**config.mk**
```make
export PLATFORM = sky130hd
export DESIGN_NAME = vbm_monitor
export DESIGN_NICKNAME = d
export VERILOG_FILES = /design/src/rtl/vbm_pkg.sv /design/src/rtl/vbm_monitor.sv /design/src/rtl/vbm_reencoder.sv /design/src/rtl/vbm_prescale.sv
export VERILOG_INCLUDE_DIRS = /design/src /design/src/rtl
export SDC_FILE = /design/constraint.sdc
export NUM_CORES = 1
export LEC_CHECK = 0
export BUFFER_PORTS_ARGS = -buffer_cell sky130_fd_sc_hd__buf_4
export CAP_MARGIN = 15
export CELL_PAD_IN_SITES_DETAIL_PLACEMENT = 1
export CELL_PAD_IN_SITES_GLOBAL_PLACEMENT = 2
export CORE_MARGIN = 2
export CORE_UTILIZATION = 43
export CTS_CLUSTER_SIZE = 10
export DETAILED_ROUTE_END_ITERATION = 12
export PLACE_DENSITY = 0.85
export SYNTH_ARGS = -nofsm -noshare
export SYNTH_HDL_FRONTEND = slang
export SYNTH_SLANG_ARGS = --single-unit
```
**constraint.sdc**
```tcl
create_clock -name sys_clk -period 4.05 [get_ports sys_clk]
set_input_delay 0.81 -clock sys_clk [delete_from_list [all_inputs] [get_ports sys_clk]]
set_output_delay 0.81 -clock sys_clk [all_outputs]
set_load 0.05 [all_outputs]
```
**src/rtl/vbm_defines.svh**
```systemverilog
// Constants for the error-rate monitor and chainback selection
`ifndef VBM_DEFINES_SVH
`define VBM_DEFINES_SVH
`define VBM_A_CTRL3 8'h04
`define VBM_A_PER_A 8'h0A
`define VBM_A_PER_B 8'h0B
`define VBM_A_PER_C 8'h0C
`define VBM_A_ARM 8'h18
`define VBM_A_RES_LO 8'h03
`define VBM_A_RES_HI 8'h04
`define VBM_CTRL3_RST 8'h01
`define VBM_CTRL3_DEPTH 0
`define VBM_DEPTH_FULL 7'h60
`define VBM_DEPTH_SHORT 7'h30
`define VBM_BITS_PER_STEP 10'h3E8
`define VBM_BITS_PER_SYM 2'h2
`define VBM_DONE_CYC 2'h2
`define VBM_POLY0 7'h79
`define VBM_POLY1 7'h5B
`endif

```
**src/rtl/vbm_pkg.sv**
```systemverilog
// Types shared by the error-rate monitor files
package vbm_pkg;
  typedef enum logic [0:0] {
    VBM_IDLE = 1'b0,
    VBM_RUN = 1'b1
  } vbm_meas_e;
  typedef logic [15:0] vbm_result_t;
  typedef logic [23:0] vbm_period_t;
endpackage

```
**src/rtl/vbm_monitor.sv**
```systemverilog
// Error-rate monitor with period control and chainback depth select
`timescale 1ns/10ps
`include "vbm_defines.svh"
// Contract
// - Viterbi decoding offers a full depth of 96 stages and a short one of 48.
// - Bit 0 of the third control register at write address 04H picks the depth.
// - Trellis mode always uses the full depth whatever the select bit says.
// - Decoded bits are re-encoded and each mismatch with delayed code bits is an error.
// - One counter counts input code bits for the period, another counts errors.
// - Measurement only advances on sys_clk edges, gated by sym_valid.
// - The 19-bit error accumulator clears at each period start and sums the period.
// - A write of any data to 18H activates the loaded 24-bit period.
// - When the bit counter completes, the error count goes to a 16-bit buffer.
// - Period completion drives a done output high for exactly two clocks.
// - The buffer reads at 03 and 04H as errors divided by eight plus one.
// - Overflow reads as zero; measurement restarts and overwrites each period.
module vbm_monitor (
  input wire logic sys_clk,
  input wire logic rst_b,
  input wire logic [7:0] proc_addr,
  input wire logic [7:0] proc_wdata,
  input wire logic proc_wr,
  input wire logic proc_rd,
  output logic [7:0] proc_rdata,
  input wire logic trellis_mode,
  input wire logic sym_valid,
  input wire logic [1:0] rx_code,
  input wire logic decoded_output_bits,
  output logic error_period_done,
  output logic chainback_full,
  output logic [6:0] chainback_depth,
  output logic measure_active
);
  logic tm_s1_r;
  logic tm_s2_r;
  logic [7:0] ctrl3_r;
  logic [7:0] per_a_r;
  logic [7:0] per_b_r;
  logic [7:0] per_c_r;
  vbm_pkg::vbm_meas_e state_r;
  vbm_pkg::vbm_period_t per_cnt_r;
  vbm_pkg::vbm_period_t staged;
  logic [18:0] acc_r;
  logic ovf_r;
  logic [19:0] sum;
  vbm_pkg::vbm_result_t result_r;
  vbm_pkg::vbm_result_t result_nxt;
  logic [1:0] done_cnt_r;
  logic [1:0] ring_r [0:127];
  logic [6:0] wptr_r;
  logic [6:0] rd_idx;
  logic [1:0] rx_dly;
  logic [1:0] err_num;
  logic err_vld;
  logic step;
  logic arm_wr;
  logic period_end;
  logic [1:0] add_bits;

  // Mode pin comes from outside, so it is synchronised first
  always_ff @(posedge sys_clk or negedge rst_b) begin
    if (!rst_b) begin
      tm_s1_r <= 1'b0;
      tm_s2_r <= 1'b0;
    end else begin
      tm_s1_r <= trellis_mode;
      tm_s2_r <= tm_s1_r;
    end
  end

  // Processor writes
  assign arm_wr = proc_wr && (proc_addr == `VBM_A_ARM);

  always_ff @(posedge sys_clk or negedge rst_b) begin
    if (!rst_b) begin
      ctrl3_r <= `VBM_CTRL3_RST;
    end else if (proc_wr && proc_addr == `VBM_A_CTRL3) begin
      ctrl3_r <= proc_wdata;
    end
  end

  // Staged bytes take effect on the arm write and at each period reload
  always_ff @(posedge sys_clk or negedge rst_b) begin
    if (!rst_b) begin
      per_a_r <= 8'h00;
      per_b_r <= 8'h00;
      per_c_r <= 8'h00;
    end else if (proc_wr) begin
      if (proc_addr == `VBM_A_PER_A) begin
        per_a_r <= proc_wdata;
      end
      if (proc_addr == `VBM_A_PER_B) begin
        per_b_r <= proc_wdata;
      end
      if (proc_addr == `VBM_A_PER_C) begin
        per_c_r <= proc_wdata;
      end
    end
  end

  assign staged = {per_c_r, per_b_r, per_a_r};

  // Chainback depth; trellis overrides the select bit
  always_comb begin
    chainback_full = tm_s2_r || ctrl3_r[`VBM_CTRL3_DEPTH];
    chainback_depth = chainback_full ? `VBM_DEPTH_FULL : `VBM_DEPTH_SHORT;
  end

  // Received code bits wait in a ring as long as the chainback delay
  always_ff @(posedge sys_clk or negedge rst_b) begin
    if (!rst_b) begin
      wptr_r <= 7'h00;
    end else if (sym_valid) begin
      wptr_r <= wptr_r + 7'h01;
    end
  end

  // Cleared at reset so the first chainback span compares against zeros, not unknowns
  always_ff @(posedge sys_clk or negedge rst_b) begin
    if (!rst_b) begin
      for (int i = 0; i < 128; i++) begin
        ring_r[i] <= 2'h0;
      end
    end else if (sym_valid) begin
      ring_r[wptr_r] <= rx_code;
    end
  end

  // Depth change causes a short burst of false errors until the ring refills
  assign rd_idx = wptr_r - chainback_depth;
  assign rx_dly = ring_r[rd_idx];

  vbm_reencoder u_reenc (
    .sys_clk(sys_clk),
    .rst_b(rst_b),
    .bit_valid(sym_valid),
    .dec_bit(decoded_output_bits),
    .rx_pair(rx_dly),
    .err_num_r(err_num),
    .err_vld_r(err_vld)
  );

  // Input code bit counter, first stage
  assign add_bits = (sym_valid && state_r == vbm_pkg::VBM_RUN) ? `VBM_BITS_PER_SYM : 2'h0;

  vbm_prescale u_pre (
    .sys_clk(sys_clk),
    .rst_b(rst_b),
    .clear(arm_wr),
    .add_bits(add_bits),
    .step(step)
  );

  // Period ends when the counter rolls over to zero
  assign period_end = (state_r == vbm_pkg::VBM_RUN) && step && !arm_wr &&
                      (per_cnt_r == 24'hFFFFFF);

  always_ff @(posedge sys_clk or negedge rst_b) begin
    if (!rst_b) begin
      state_r <= vbm_pkg::VBM_IDLE;
    end else begin
      case (state_r)
        vbm_pkg::VBM_IDLE: begin
          if (arm_wr) begin
            state_r <= vbm_pkg::VBM_RUN;
          end
        end
        vbm_pkg::VBM_RUN: begin
          state_r <= vbm_pkg::VBM_RUN;
        end
        default: begin
          state_r <= vbm_pkg::VBM_IDLE;
        end
      endcase
    end
  end

  assign measure_active = (state_r == vbm_pkg::VBM_RUN);

  // Period counter reloads itself so measurement restarts unaided
  always_ff @(posedge sys_clk or negedge rst_b) begin
    if (!rst_b) begin
      per_cnt_r <= 24'h000000;
    end else if (arm_wr) begin
      per_cnt_r <= staged;
    end else if (period_end) begin
      per_cnt_r <= staged;
    end else if (measure_active && step) begin
      per_cnt_r <= per_cnt_r + 24'h000001;
    end
  end

  // Error accumulator; the extra bit and flag catch overflow
  assign sum = {1'b0, acc_r} + {18'h00000, (err_vld ? err_num : 2'h0)};

  always_ff @(posedge sys_clk or negedge rst_b) begin
    if (!rst_b) begin
      acc_r <= 19'h00000;
      ovf_r <= 1'b0;
    end else if (arm_wr || period_end) begin
      acc_r <= 19'h00000;
      ovf_r <= 1'b0;
    end else if (measure_active) begin
      acc_r <= sum[18:0];
      ovf_r <= ovf_r || sum[19];
    end
  end

  // Result is errors/8 + 1; a carry past 16 bits also reads as zero
  always_comb begin
    if (ovf_r || sum[19]) begin
      result_nxt = 16'h0000;
    end else begin
      result_nxt = sum[18:3] + 16'h0001;
    end
  end

  always_ff @(posedge sys_clk or negedge rst_b) begin
    if (!rst_b) begin
      result_r <= 16'h0000;
    end else if (period_end) begin
      result_r <= result_nxt;
    end
  end

  // Completion pulse
  always_ff @(posedge sys_clk or negedge rst_b) begin
    if (!rst_b) begin
      done_cnt_r <= 2'h0;
    end else if (period_end) begin
      done_cnt_r <= `VBM_DONE_CYC;
    end else if (done_cnt_r != 2'h0) begin
      done_cnt_r <= done_cnt_r - 2'h1;
    end
  end

  assign error_period_done = (done_cnt_r != 2'h0);

  // Reads answer one clock after the strobe; unmapped reads give zero
  always_ff @(posedge sys_clk or negedge rst_b) begin
    if (!rst_b) begin
      proc_rdata <= 8'h00;
    end else if (proc_rd) begin
      case (proc_addr)
        `VBM_A_RES_LO: begin
          proc_rdata <= result_r[7:0];
        end
        `VBM_A_RES_HI: begin
          proc_rdata <= result_r[15:8];
        end
        default: begin
          proc_rdata <= 8'h00;
        end
      endcase
    end
  end

  done_two_a: assert property (@(posedge sys_clk) disable iff (!rst_b)
    period_end |=> error_period_done ##1 error_period_done ##1 !error_period_done)
    else $error("Done pulse is not two clocks long");

  depth_trellis_a: assert property (@(posedge sys_clk) disable iff (!rst_b)
    tm_s2_r |-> chainback_depth == 7'h60)
    else $error("Trellis mode not at full depth");

  depth_select_a: assert property (@(posedge sys_clk) disable iff (!rst_b)
    !tm_s2_r && !ctrl3_r[0] |-> chainback_depth == 7'h30)
    else $error("Short depth not applied");

  acc_clear_a: assert property (@(posedge sys_clk) disable iff (!rst_b)
    period_end |=> acc_r == 19'h00000 && !ovf_r)
    else $error("Accumulator not cleared at period start");

  buffer_latch_a: assert property (@(posedge sys_clk) disable iff (!rst_b)
    period_end |=> result_r == $past(result_nxt))
    else $error("Buffer did not take the period result");

  ovf_zero_a: assert property (@(posedge sys_clk) disable iff (!rst_b)
    period_end && ovf_r |=> result_r == 16'h0000)
    else $error("Overflowed result not zero");

  period_step_a: assert property (@(posedge sys_clk) disable iff (!rst_b)
    measure_active && step && !period_end && !arm_wr
      |=> per_cnt_r == $past(per_cnt_r) + 24'h000001)
    else $error("Period counter did not step");

  arm_load_a: assert property (@(posedge sys_clk) disable iff (!rst_b)
    arm_wr |=> per_cnt_r == $past(staged) && measure_active)
    else $error("Arm write did not load the period");

  idle_still_a: assert property (@(posedge sys_clk) disable iff (!rst_b)
    !measure_active && !arm_wr |=> $stable(per_cnt_r) && acc_r == 19'h00000)
    else $error("Counting while idle");

  period_end_c: cover property (@(posedge sys_clk) disable iff (!rst_b) period_end);
  overflow_c: cover property (@(posedge sys_clk) disable iff (!rst_b) period_end && ovf_r);
  rearm_c: cover property (@(posedge sys_clk) disable iff (!rst_b) measure_active && arm_wr);
  short_err_c: cover property (@(posedge sys_clk) disable iff (!rst_b)
    measure_active && !chainback_full && err_vld && err_num != 2'h0);
endmodule

```
**src/rtl/vbm_reencoder.sv**
```systemverilog
// Re-encoder and compare of decoded bits against delayed code bits
`timescale 1ns/10ps
`include "vbm_defines.svh"
module vbm_reencoder (
  input wire logic sys_clk,
  input wire logic rst_b,
  input wire logic bit_valid,
  input wire logic dec_bit,
  input wire logic [1:0] rx_pair,
  output logic [1:0] err_num_r,
  output logic err_vld_r
);
  logic [5:0] sreg_r;
  logic [6:0] taps;
  logic [1:0] enc;
  logic [1:0] diff;

  always_comb begin
    taps = {dec_bit, sreg_r};
    enc[0] = ^(taps & `VBM_POLY0);
    enc[1] = ^(taps & `VBM_POLY1);
    diff = enc ^ rx_pair;
  end

  always_ff @(posedge sys_clk or negedge rst_b) begin
    if (!rst_b) begin
      sreg_r <= 6'h00;
    end else if (bit_valid) begin
      sreg_r <= {dec_bit, sreg_r[5:1]};
    end
  end

  always_ff @(posedge sys_clk or negedge rst_b) begin
    if (!rst_b) begin
      err_num_r <= 2'h0;
      err_vld_r <= 1'b0;
    end else begin
      // Each mismatching code bit counts as one error
      err_num_r <= {1'b0, diff[0]} + {1'b0, diff[1]};
      err_vld_r <= bit_valid;
    end
  end

  err_follows_a: assert property (@(posedge sys_clk) disable iff (!rst_b)
    bit_valid |=> err_vld_r)
    else $error("Compare result missing after a decoded bit");
endmodule

```
**src/rtl/vbm_prescale.sv**
```systemverilog
// Divides the code bit stream into steps of one thousand bits
`timescale 1ns/10ps
`include "vbm_defines.svh"
module vbm_prescale (
  input wire logic sys_clk,
  input wire logic rst_b,
  input wire logic clear,
  input wire logic [1:0] add_bits,
  output logic step
);
  logic [9:0] cnt_r;
  logic [10:0] sum;

  always_comb begin
    sum = {1'b0, cnt_r} + {9'h000, add_bits};
    step = !clear && (sum >= {1'b0, `VBM_BITS_PER_STEP});
  end

  // Remainder carries over so no code bit is lost across steps
  always_ff @(posedge sys_clk or negedge rst_b) begin
    if (!rst_b) begin
      cnt_r <= 10'h000;
    end else if (clear) begin
      cnt_r <= 10'h000;
    end else if (step) begin
      cnt_r <= 10'(sum - {1'b0, `VBM_BITS_PER_STEP});
    end else begin
      cnt_r <= sum[9:0];
    end
  end

  step_bound_a: assert property (@(posedge sys_clk) disable iff (!rst_b)
    step |=> cnt_r < 10'h002)
    else $error("Prescaler remainder wrong after a step");
endmodule

```
Word-level counts from Yosys, hierarchy flattened
Index checks and enable logic that the tools add are counted.
Widths: inputs -> output; s select.
{"block": "word_totals", "out_inout_bits": 18, "in_bits": 25, "ff_bits": 380, "elab_cells": 215}
{"block": "classes", "eq_ne": 7, "n_bitwise": 4, "magnitude_cmp": 4, "n_addsub": 9, "reduce_logical": 21, "n_mux": 24}
{"operator": "$bwmux 256", "count": 1}
{"operator": "$mux 24", "count": 3}
{"operator": "$mux 19", "count": 2}
{"operator": "$add 24x1->24 const B", "count": 1}
{"operator": "$eq 24x24->1 const B", "count": 1}
{"operator": "$eq 8x4->1 const B", "count": 3}
{"operator": "$add 19x2->20", "count": 1}
{"operator": "$mux 10", "count": 2}
{"operator": "$add 16x1->16 const B", "count": 1}
{"operator": "$ge 8x8->1 const B", "count": 2}
{"operator": "$mux 16", "count": 1}
{"operator": "$not 7->8", "count": 2}
{"operator": "$pmux 8 s2", "count": 1}
{"operator": "$bmux 2 s7", "count": 1}
{"operator": "$demux 2 s7", "count": 1}
{"operator": "$mux 2", "count": 7}
{"operator": "$reduce_xor 7->1", "count": 2}
{"operator": "$add 10x2->11", "count": 1}
{"operator": "$ge 11x10->1 const B", "count": 1}
{"operator": "$sub 10x10->10 const B", "count": 1}
{"operator": "$eq 8x2->1 const B", "count": 1}
{"operator": "$eq 8x3->1 const B", "count": 1}
{"operator": "$eq 8x5->1 const B", "count": 1}
{"operator": "$logic_and 1x1->1", "count": 8}
{"operator": "other kinds (15)", "count": 23}

Logic depth before layout (Yosys ltp)
{"block": "depth", "word_depth": 10, "mapped_depth": 17, "ltp_nobuf": 13}

Hierarchy
Synthesis repeated with hierarchy kept, for this count alone.
{"block": "hier_totals", "cells_unflattened": 1681, "hier_area_um2": 19444.9}
{"module": "vbm_monitor", "area_each_um2": 18233.7, "n_inst": 1, "seq_area_each_um2": 9034.9, "cells_per_inst": 1579}
{"module": "vbm_prescale", "area_each_um2": 813.3, "n_inst": 1, "seq_area_each_um2": 250.2, "cells_per_inst": 79}
{"module": "vbm_reencoder", "area_each_um2": 397.9, "n_inst": 1, "seq_area_each_um2": 225.2, "cells_per_inst": 23}

Worst setup path after synthesis
Ideal clock, no wire load.
{"block": "synth_timing", "kind": "input -> register", "start": "in sym_valid", "end": "reg per_cnt_r[5]", "setup_ps": 68, "stages": 15, "slack_ps": 166, "path_buffers": 4, "arrival_ps": 3815, "cell_sequence": "clkbuf_1 clkbuf_1 and2_1 ha_1 ha_1 xnor2_1 ha_1 o41ai_1 nor4bb_1 buf_4 or2_2 buf_2 a21oi_2 o21ai_0 nand3_1"}
{"block": "synth_via", "elab_chain_len": 10, "elab_cells_between_ends": 11}
{"element": "start: declaration", "line_no": "vbm_monitor.sv:26", "rtl": "input wire logic sym_valid,"}
{"element": "$logic_and 1x1->1 *", "line_no": "vbm_monitor.sv:144", "rtl": "assign add_bits = (sym_valid && state_r == vbm_pkg::VBM_RUN) ? `VBM_BITS_PER_SYM : 2'h0;"}
{"element": "$mux 2 *", "line_no": "vbm_monitor.sv:144"}
{"element": "$add 10x2->11 *", "line_no": "vbm_prescale.sv:15", "rtl": "sum = {1'b0, cnt_r} + {9'h000, add_bits};"}
{"element": "$ge 11x10->1 *", "line_no": "vbm_prescale.sv:16", "rtl": "step = !clear && (sum >= {1'b0, `VBM_BITS_PER_STEP});"}
{"element": "$logic_and 1x1->1 *", "line_no": "vbm_prescale.sv:16"}
{"element": "$logic_and 1x1->1 *", "line_no": "vbm_monitor.sv:155, vbm_monitor.sv:188"}
{"element": "$logic_and 1x1->1 (2 in series)", "line_no": "vbm_monitor.sv:155", "rtl": "assign period_end = (state_r == vbm_pkg::VBM_RUN) && step && !arm_wr &&"}
{"element": "$mux 24", "line_no": "vbm_monitor.sv:186", "rtl": "end else if (period_end) begin"}
{"element": "$mux 24", "line_no": "vbm_monitor.sv:184", "rtl": "end else if (arm_wr) begin"}
{"element": "end signal: assignment", "line_no": "vbm_monitor.sv:185", "rtl": "per_cnt_r <= staged;"}
{"element": "end signal: assignment", "line_no": "vbm_monitor.sv:187", "rtl": "per_cnt_r <= staged;"}
{"element": "end signal: assignment", "line_no": "vbm_monitor.sv:189", "rtl": "per_cnt_r <= per_cnt_r + 24'h000001;"}
{"element": "end: declaration", "line_no": "vbm_monitor.sv:41", "rtl": "vbm_pkg::vbm_period_t per_cnt_r;"}
Mark *: on every way between the ends. The rest lies on a longest branch, timed or not.
A chain may end at the register's enable or synchronous reset.

Worst setup path after layout
{"block": "layout_timing", "start": "reg wptr_r[1]", "end": "reg u_reenc.err_num_r[0]"}
{"block": "layout_via", "elab_chain_len": 7}
{"element": "start: declaration", "line_no": "vbm_monitor.sv:50", "rtl": "logic [6:0] wptr_r;"}
{"element": "start signal: assignment", "line_no": "vbm_monitor.sv:114", "rtl": "wptr_r <= wptr_r + 7'h01;"}
{"element": "$sub 7x7->7", "line_no": "vbm_monitor.sv:130", "rtl": "assign rd_idx = wptr_r - chainback_depth;"}
{"element": "$not 7->8 (not written as such)", "line_no": "vbm_monitor.sv:131", "rtl": "assign rx_dly = ring_r[rd_idx];"}
{"element": "$bmux 2 s7", "line_no": "vbm_monitor.sv:131"}
{"element": "$mux 2 (not written as such) (2 in series)", "line_no": "vbm_monitor.sv:131"}
{"element": "$xor 2x2->2", "line_no": "vbm_reencoder.sv:22", "rtl": "diff = enc ^ rx_pair;"}
{"element": "$add 1x1->2", "line_no": "vbm_reencoder.sv:39", "rtl": "err_num_r <= {1'b0, diff[0]} + {1'b0, diff[1]};"}
{"element": "end signal: assignment", "line_no": "vbm_reencoder.sv:39"}
{"element": "end: declaration", "line_no": "vbm_reencoder.sv:10", "rtl": "output logic [1:0] err_num_r,"}
Every way passes these cells. The select of a mux whose other input is x is not followed.

==> run summary <==
Post-DRT Antenna Nets: 0
via/cell ratio: 5.87
Skew-Pair Late Insertion Delay: 0.59 ns
global-route wire length before repair: 90,700 µm
utilization after layout: 48.9%
CTS clk-pin slew, worst paths: 0.06 ns
GPL Wtd Cong: 0.888
TritonRoute pass-1 iters: 4
Initial Utilization: 43.6%
chip width: 216 µm
most frequent cells in the layout: dfrtp_1, mux2_2, nand2_1
dpl cell area: 0.0203 mm²
ANT cells: 0
Root Driver: clkbuf_16
Fin. Hold Viols: 0
Max Freq: 0.280 GHz
Slew Viols, Final: 0
peak supply drop: 0.342 mV
initial antenna violation count: 0
vias in the first global route: 15,700
Seq/Total Area, Yosys: 49.1%
leakage: 0.00981 µW
power per standard cell area: 566 mW/mm²
Die ar.: 0.0466 mm²
final instance area: 0.0216 mm²
CTS resizes: 0
io pins: 43
Syn Inst Count: 1,753
Critical Path Sink Type: flip-flop
normalized max-slew margin: 32.4%
Sum Neg Setup Slack: 0 ns
core area: 0.0443 mm²
clk_skew: 0.0212 ns
WS Path Type: reg2reg
DRT iter0 DRCs: 925
Hold WC Path Type: in2async
hold_buf cts: 0
Finish-stage setup viols: 0
total track usage: 24.8%
Post-synth top flop: dfrtp_1
period utilization: 88.2%
Die Y: 216 µm
CTS tree: done
total grt overflow: 0
final wirelength: 56,400 µm
warnings from Yosys: 0
Worst Path Max Fanout: 28
worst-margin pin slew: 1.01 ns
Routed WL per cell: 23.6 µm
vias: 14,000
maximum clock insertion buffer count: 3
number of synthesized register bits: 379
Post-synth EDFFs: 0
worst hold margin: 0.242 ns
RSZ-0062 raised after global routing: false
dpl hpwl: 37,700 µm
Sink Count: 379
post-CTS setup repair buffer count: 0
number of max-cap violations: 0
Final #Nets: 1,818
synthesis-to-layout area growth: 12.1%
CTS Buf Count: 45
row cnt: 77
syn avg cell area: 11.0 µm²
Mapped Area: 0.0193 mm²
Req. time, crit path: 4.51 ns
largest net degree at the start of global routing: 101
Post-synth ARST share: 100%
Worst EP arrival: 4.04 ns
Power Total: 12,300 µW
Synth cell types: 81
Port Buf Inserts: 37
crit path time final: 3.57 ns
# DRC: 0
CP startpoint kind: flip-flop
commonest non-fill, non-tap cell in the layout: dfrtp_1
outcome: finished, final reports clean
share of cells above drive strength 1: 28.1%
H-tree levels: 2
-- flip-flops by register name (all words and copies together), names as in the netlist --
name	cells
measure_active	1
wptr_r	7
per_b_r	8
per_c_r	8
u_reenc.err_num_r	2
tm_s2_r	1
per_a_r	8
ctrl3_r	1
proc_rdata	8
u_reenc.sreg_r	6
u_reenc.err_vld_r	1
tm_s1_r	1
ovf_r	1
per_cnt_r	24
acc_r	19
done_cnt_r	2
ring_r	256
u_pre.cnt_r	9
result_r	16
-- worst max-delay path, cell delays in order (launching register included) --
cell and delay (ns):
dfrtp_4 0.67, buf_4 0.29, nor2_1 0.77, a221oi_1 0.26, o221ai_1 0.34, a32oi_1 0.16
a32oi_1 0.28, a41oi_1 0.16, xnor2_1 0.22, ha_1 0.29
-- power breakdown --
group          internal (µW)  leakage (µW)  total [µW]  switching, µW
Combinational           1390       0.00401        3610           2230
Clock                   2190      0.000639        3790           1590
Sequential              4320       0.00516        4850            530
Total                   7900       0.00981       12300           4350
-- kinds of logic (layout without fill, tap and decap cells) --
| group | count (synthesis) | in the layout | share of synthesized area (%) |
|---|---|---|---|
| buffers and inverters | 141 | 187 | 3.39 |
| AOI/OAI and AO/OA | 268 | 268 | 9.48 |
| adders and majority gates | 13 | 13 | 0.881 |
| other | 2 | 5 | 0.0389 |
| xor gates and xnor gates | 66 | 66 | 2.99 |
| and+or+nand+nor | 531 | 531 | 13.2 |
| DFF | 379 | 379 | 49.1 |
| muxes | 353 | 353 | 20.9 |
-- cells in the mapped netlist (all sizes together) (13+ instances only) --
cell type / n / area, µm²
xnor2: 40 / 350
a22oi: 30 / 225
nor4: 14 / 139
inv: 20 / 75.1
o211ai: 14 / 105
a21oi: 49 / 249
mux2i: 31 / 310
nand4: 15 / 100
clkbuf: 63 / 236
xor2: 26 / 228
nor2: 112 / 420
o21ai: 70 / 362
and3: 16 / 100
a22o: 13 / 114
a221oi: 15 / 131
nor2b: 13 / 81.3
nand3: 47 / 248
dfrtp: 378 / 9460
nor3: 38 / 205
buf: 57 / 340
and2: 16 / 100
nand2: 218 / 821
mux2: 313 / 3520
-- metal layers --
layer	up-vias	routed length [µm]	global-route usage, %	part of all wire, %
met3	127	2600	4.06	4.6
met4	0	1820	9.43	3.2
met5	-	0	0	0
met2	324	28300	42.7	50
li1	6299	-	-	-
met1	7292	23700	31.5	42
-- final timing paths --
path | start | endpoint | slack [ns] | cells past startpoint
max in group asynchronous | rst_b | ring_r[248] | 2.71 | 2
hold reg to reg | tm_s1_r | tm_s2_r | 0.36 | 0
min in group sys_clk | trellis_mode | tm_s1_r | 0.34 | 1
hold / removal | rst_b | per_a_r[7] | 0.24 | 1
setup reg to reg | wptr_r[1] | u_reenc.err_num_r[0] | 0.48 | 9
setup / recovery | wptr_r[1] | u_reenc.err_num_r[0] | 0.48 | 9
-- per-stage QoR --
| step | cells | worst slack, ns |
|---|---|---|
| floorplan | 1756 | 0.166 |
| global placement | 2325 | 0.182 |
| detailed placement | 2325 | -0.0297 |
| CTS | 2394 | 0.498 |
| global route | 2394 | 0.290 |
| finish | 2394 | 0.478 |
-- cell type report --
class,instances,area [µm²]
Clock inverter,3,66.3
Multi-Input combinational cell,1236,9200
Fill cell,4758,22700
Sequential cell,379,9490
Inverter,21,78.8
Tap cell,592,741
Timing Repair Buffer,97,811
Clock buffer,66,1260
No activity file was read; power rests on OpenSTA's default activity.
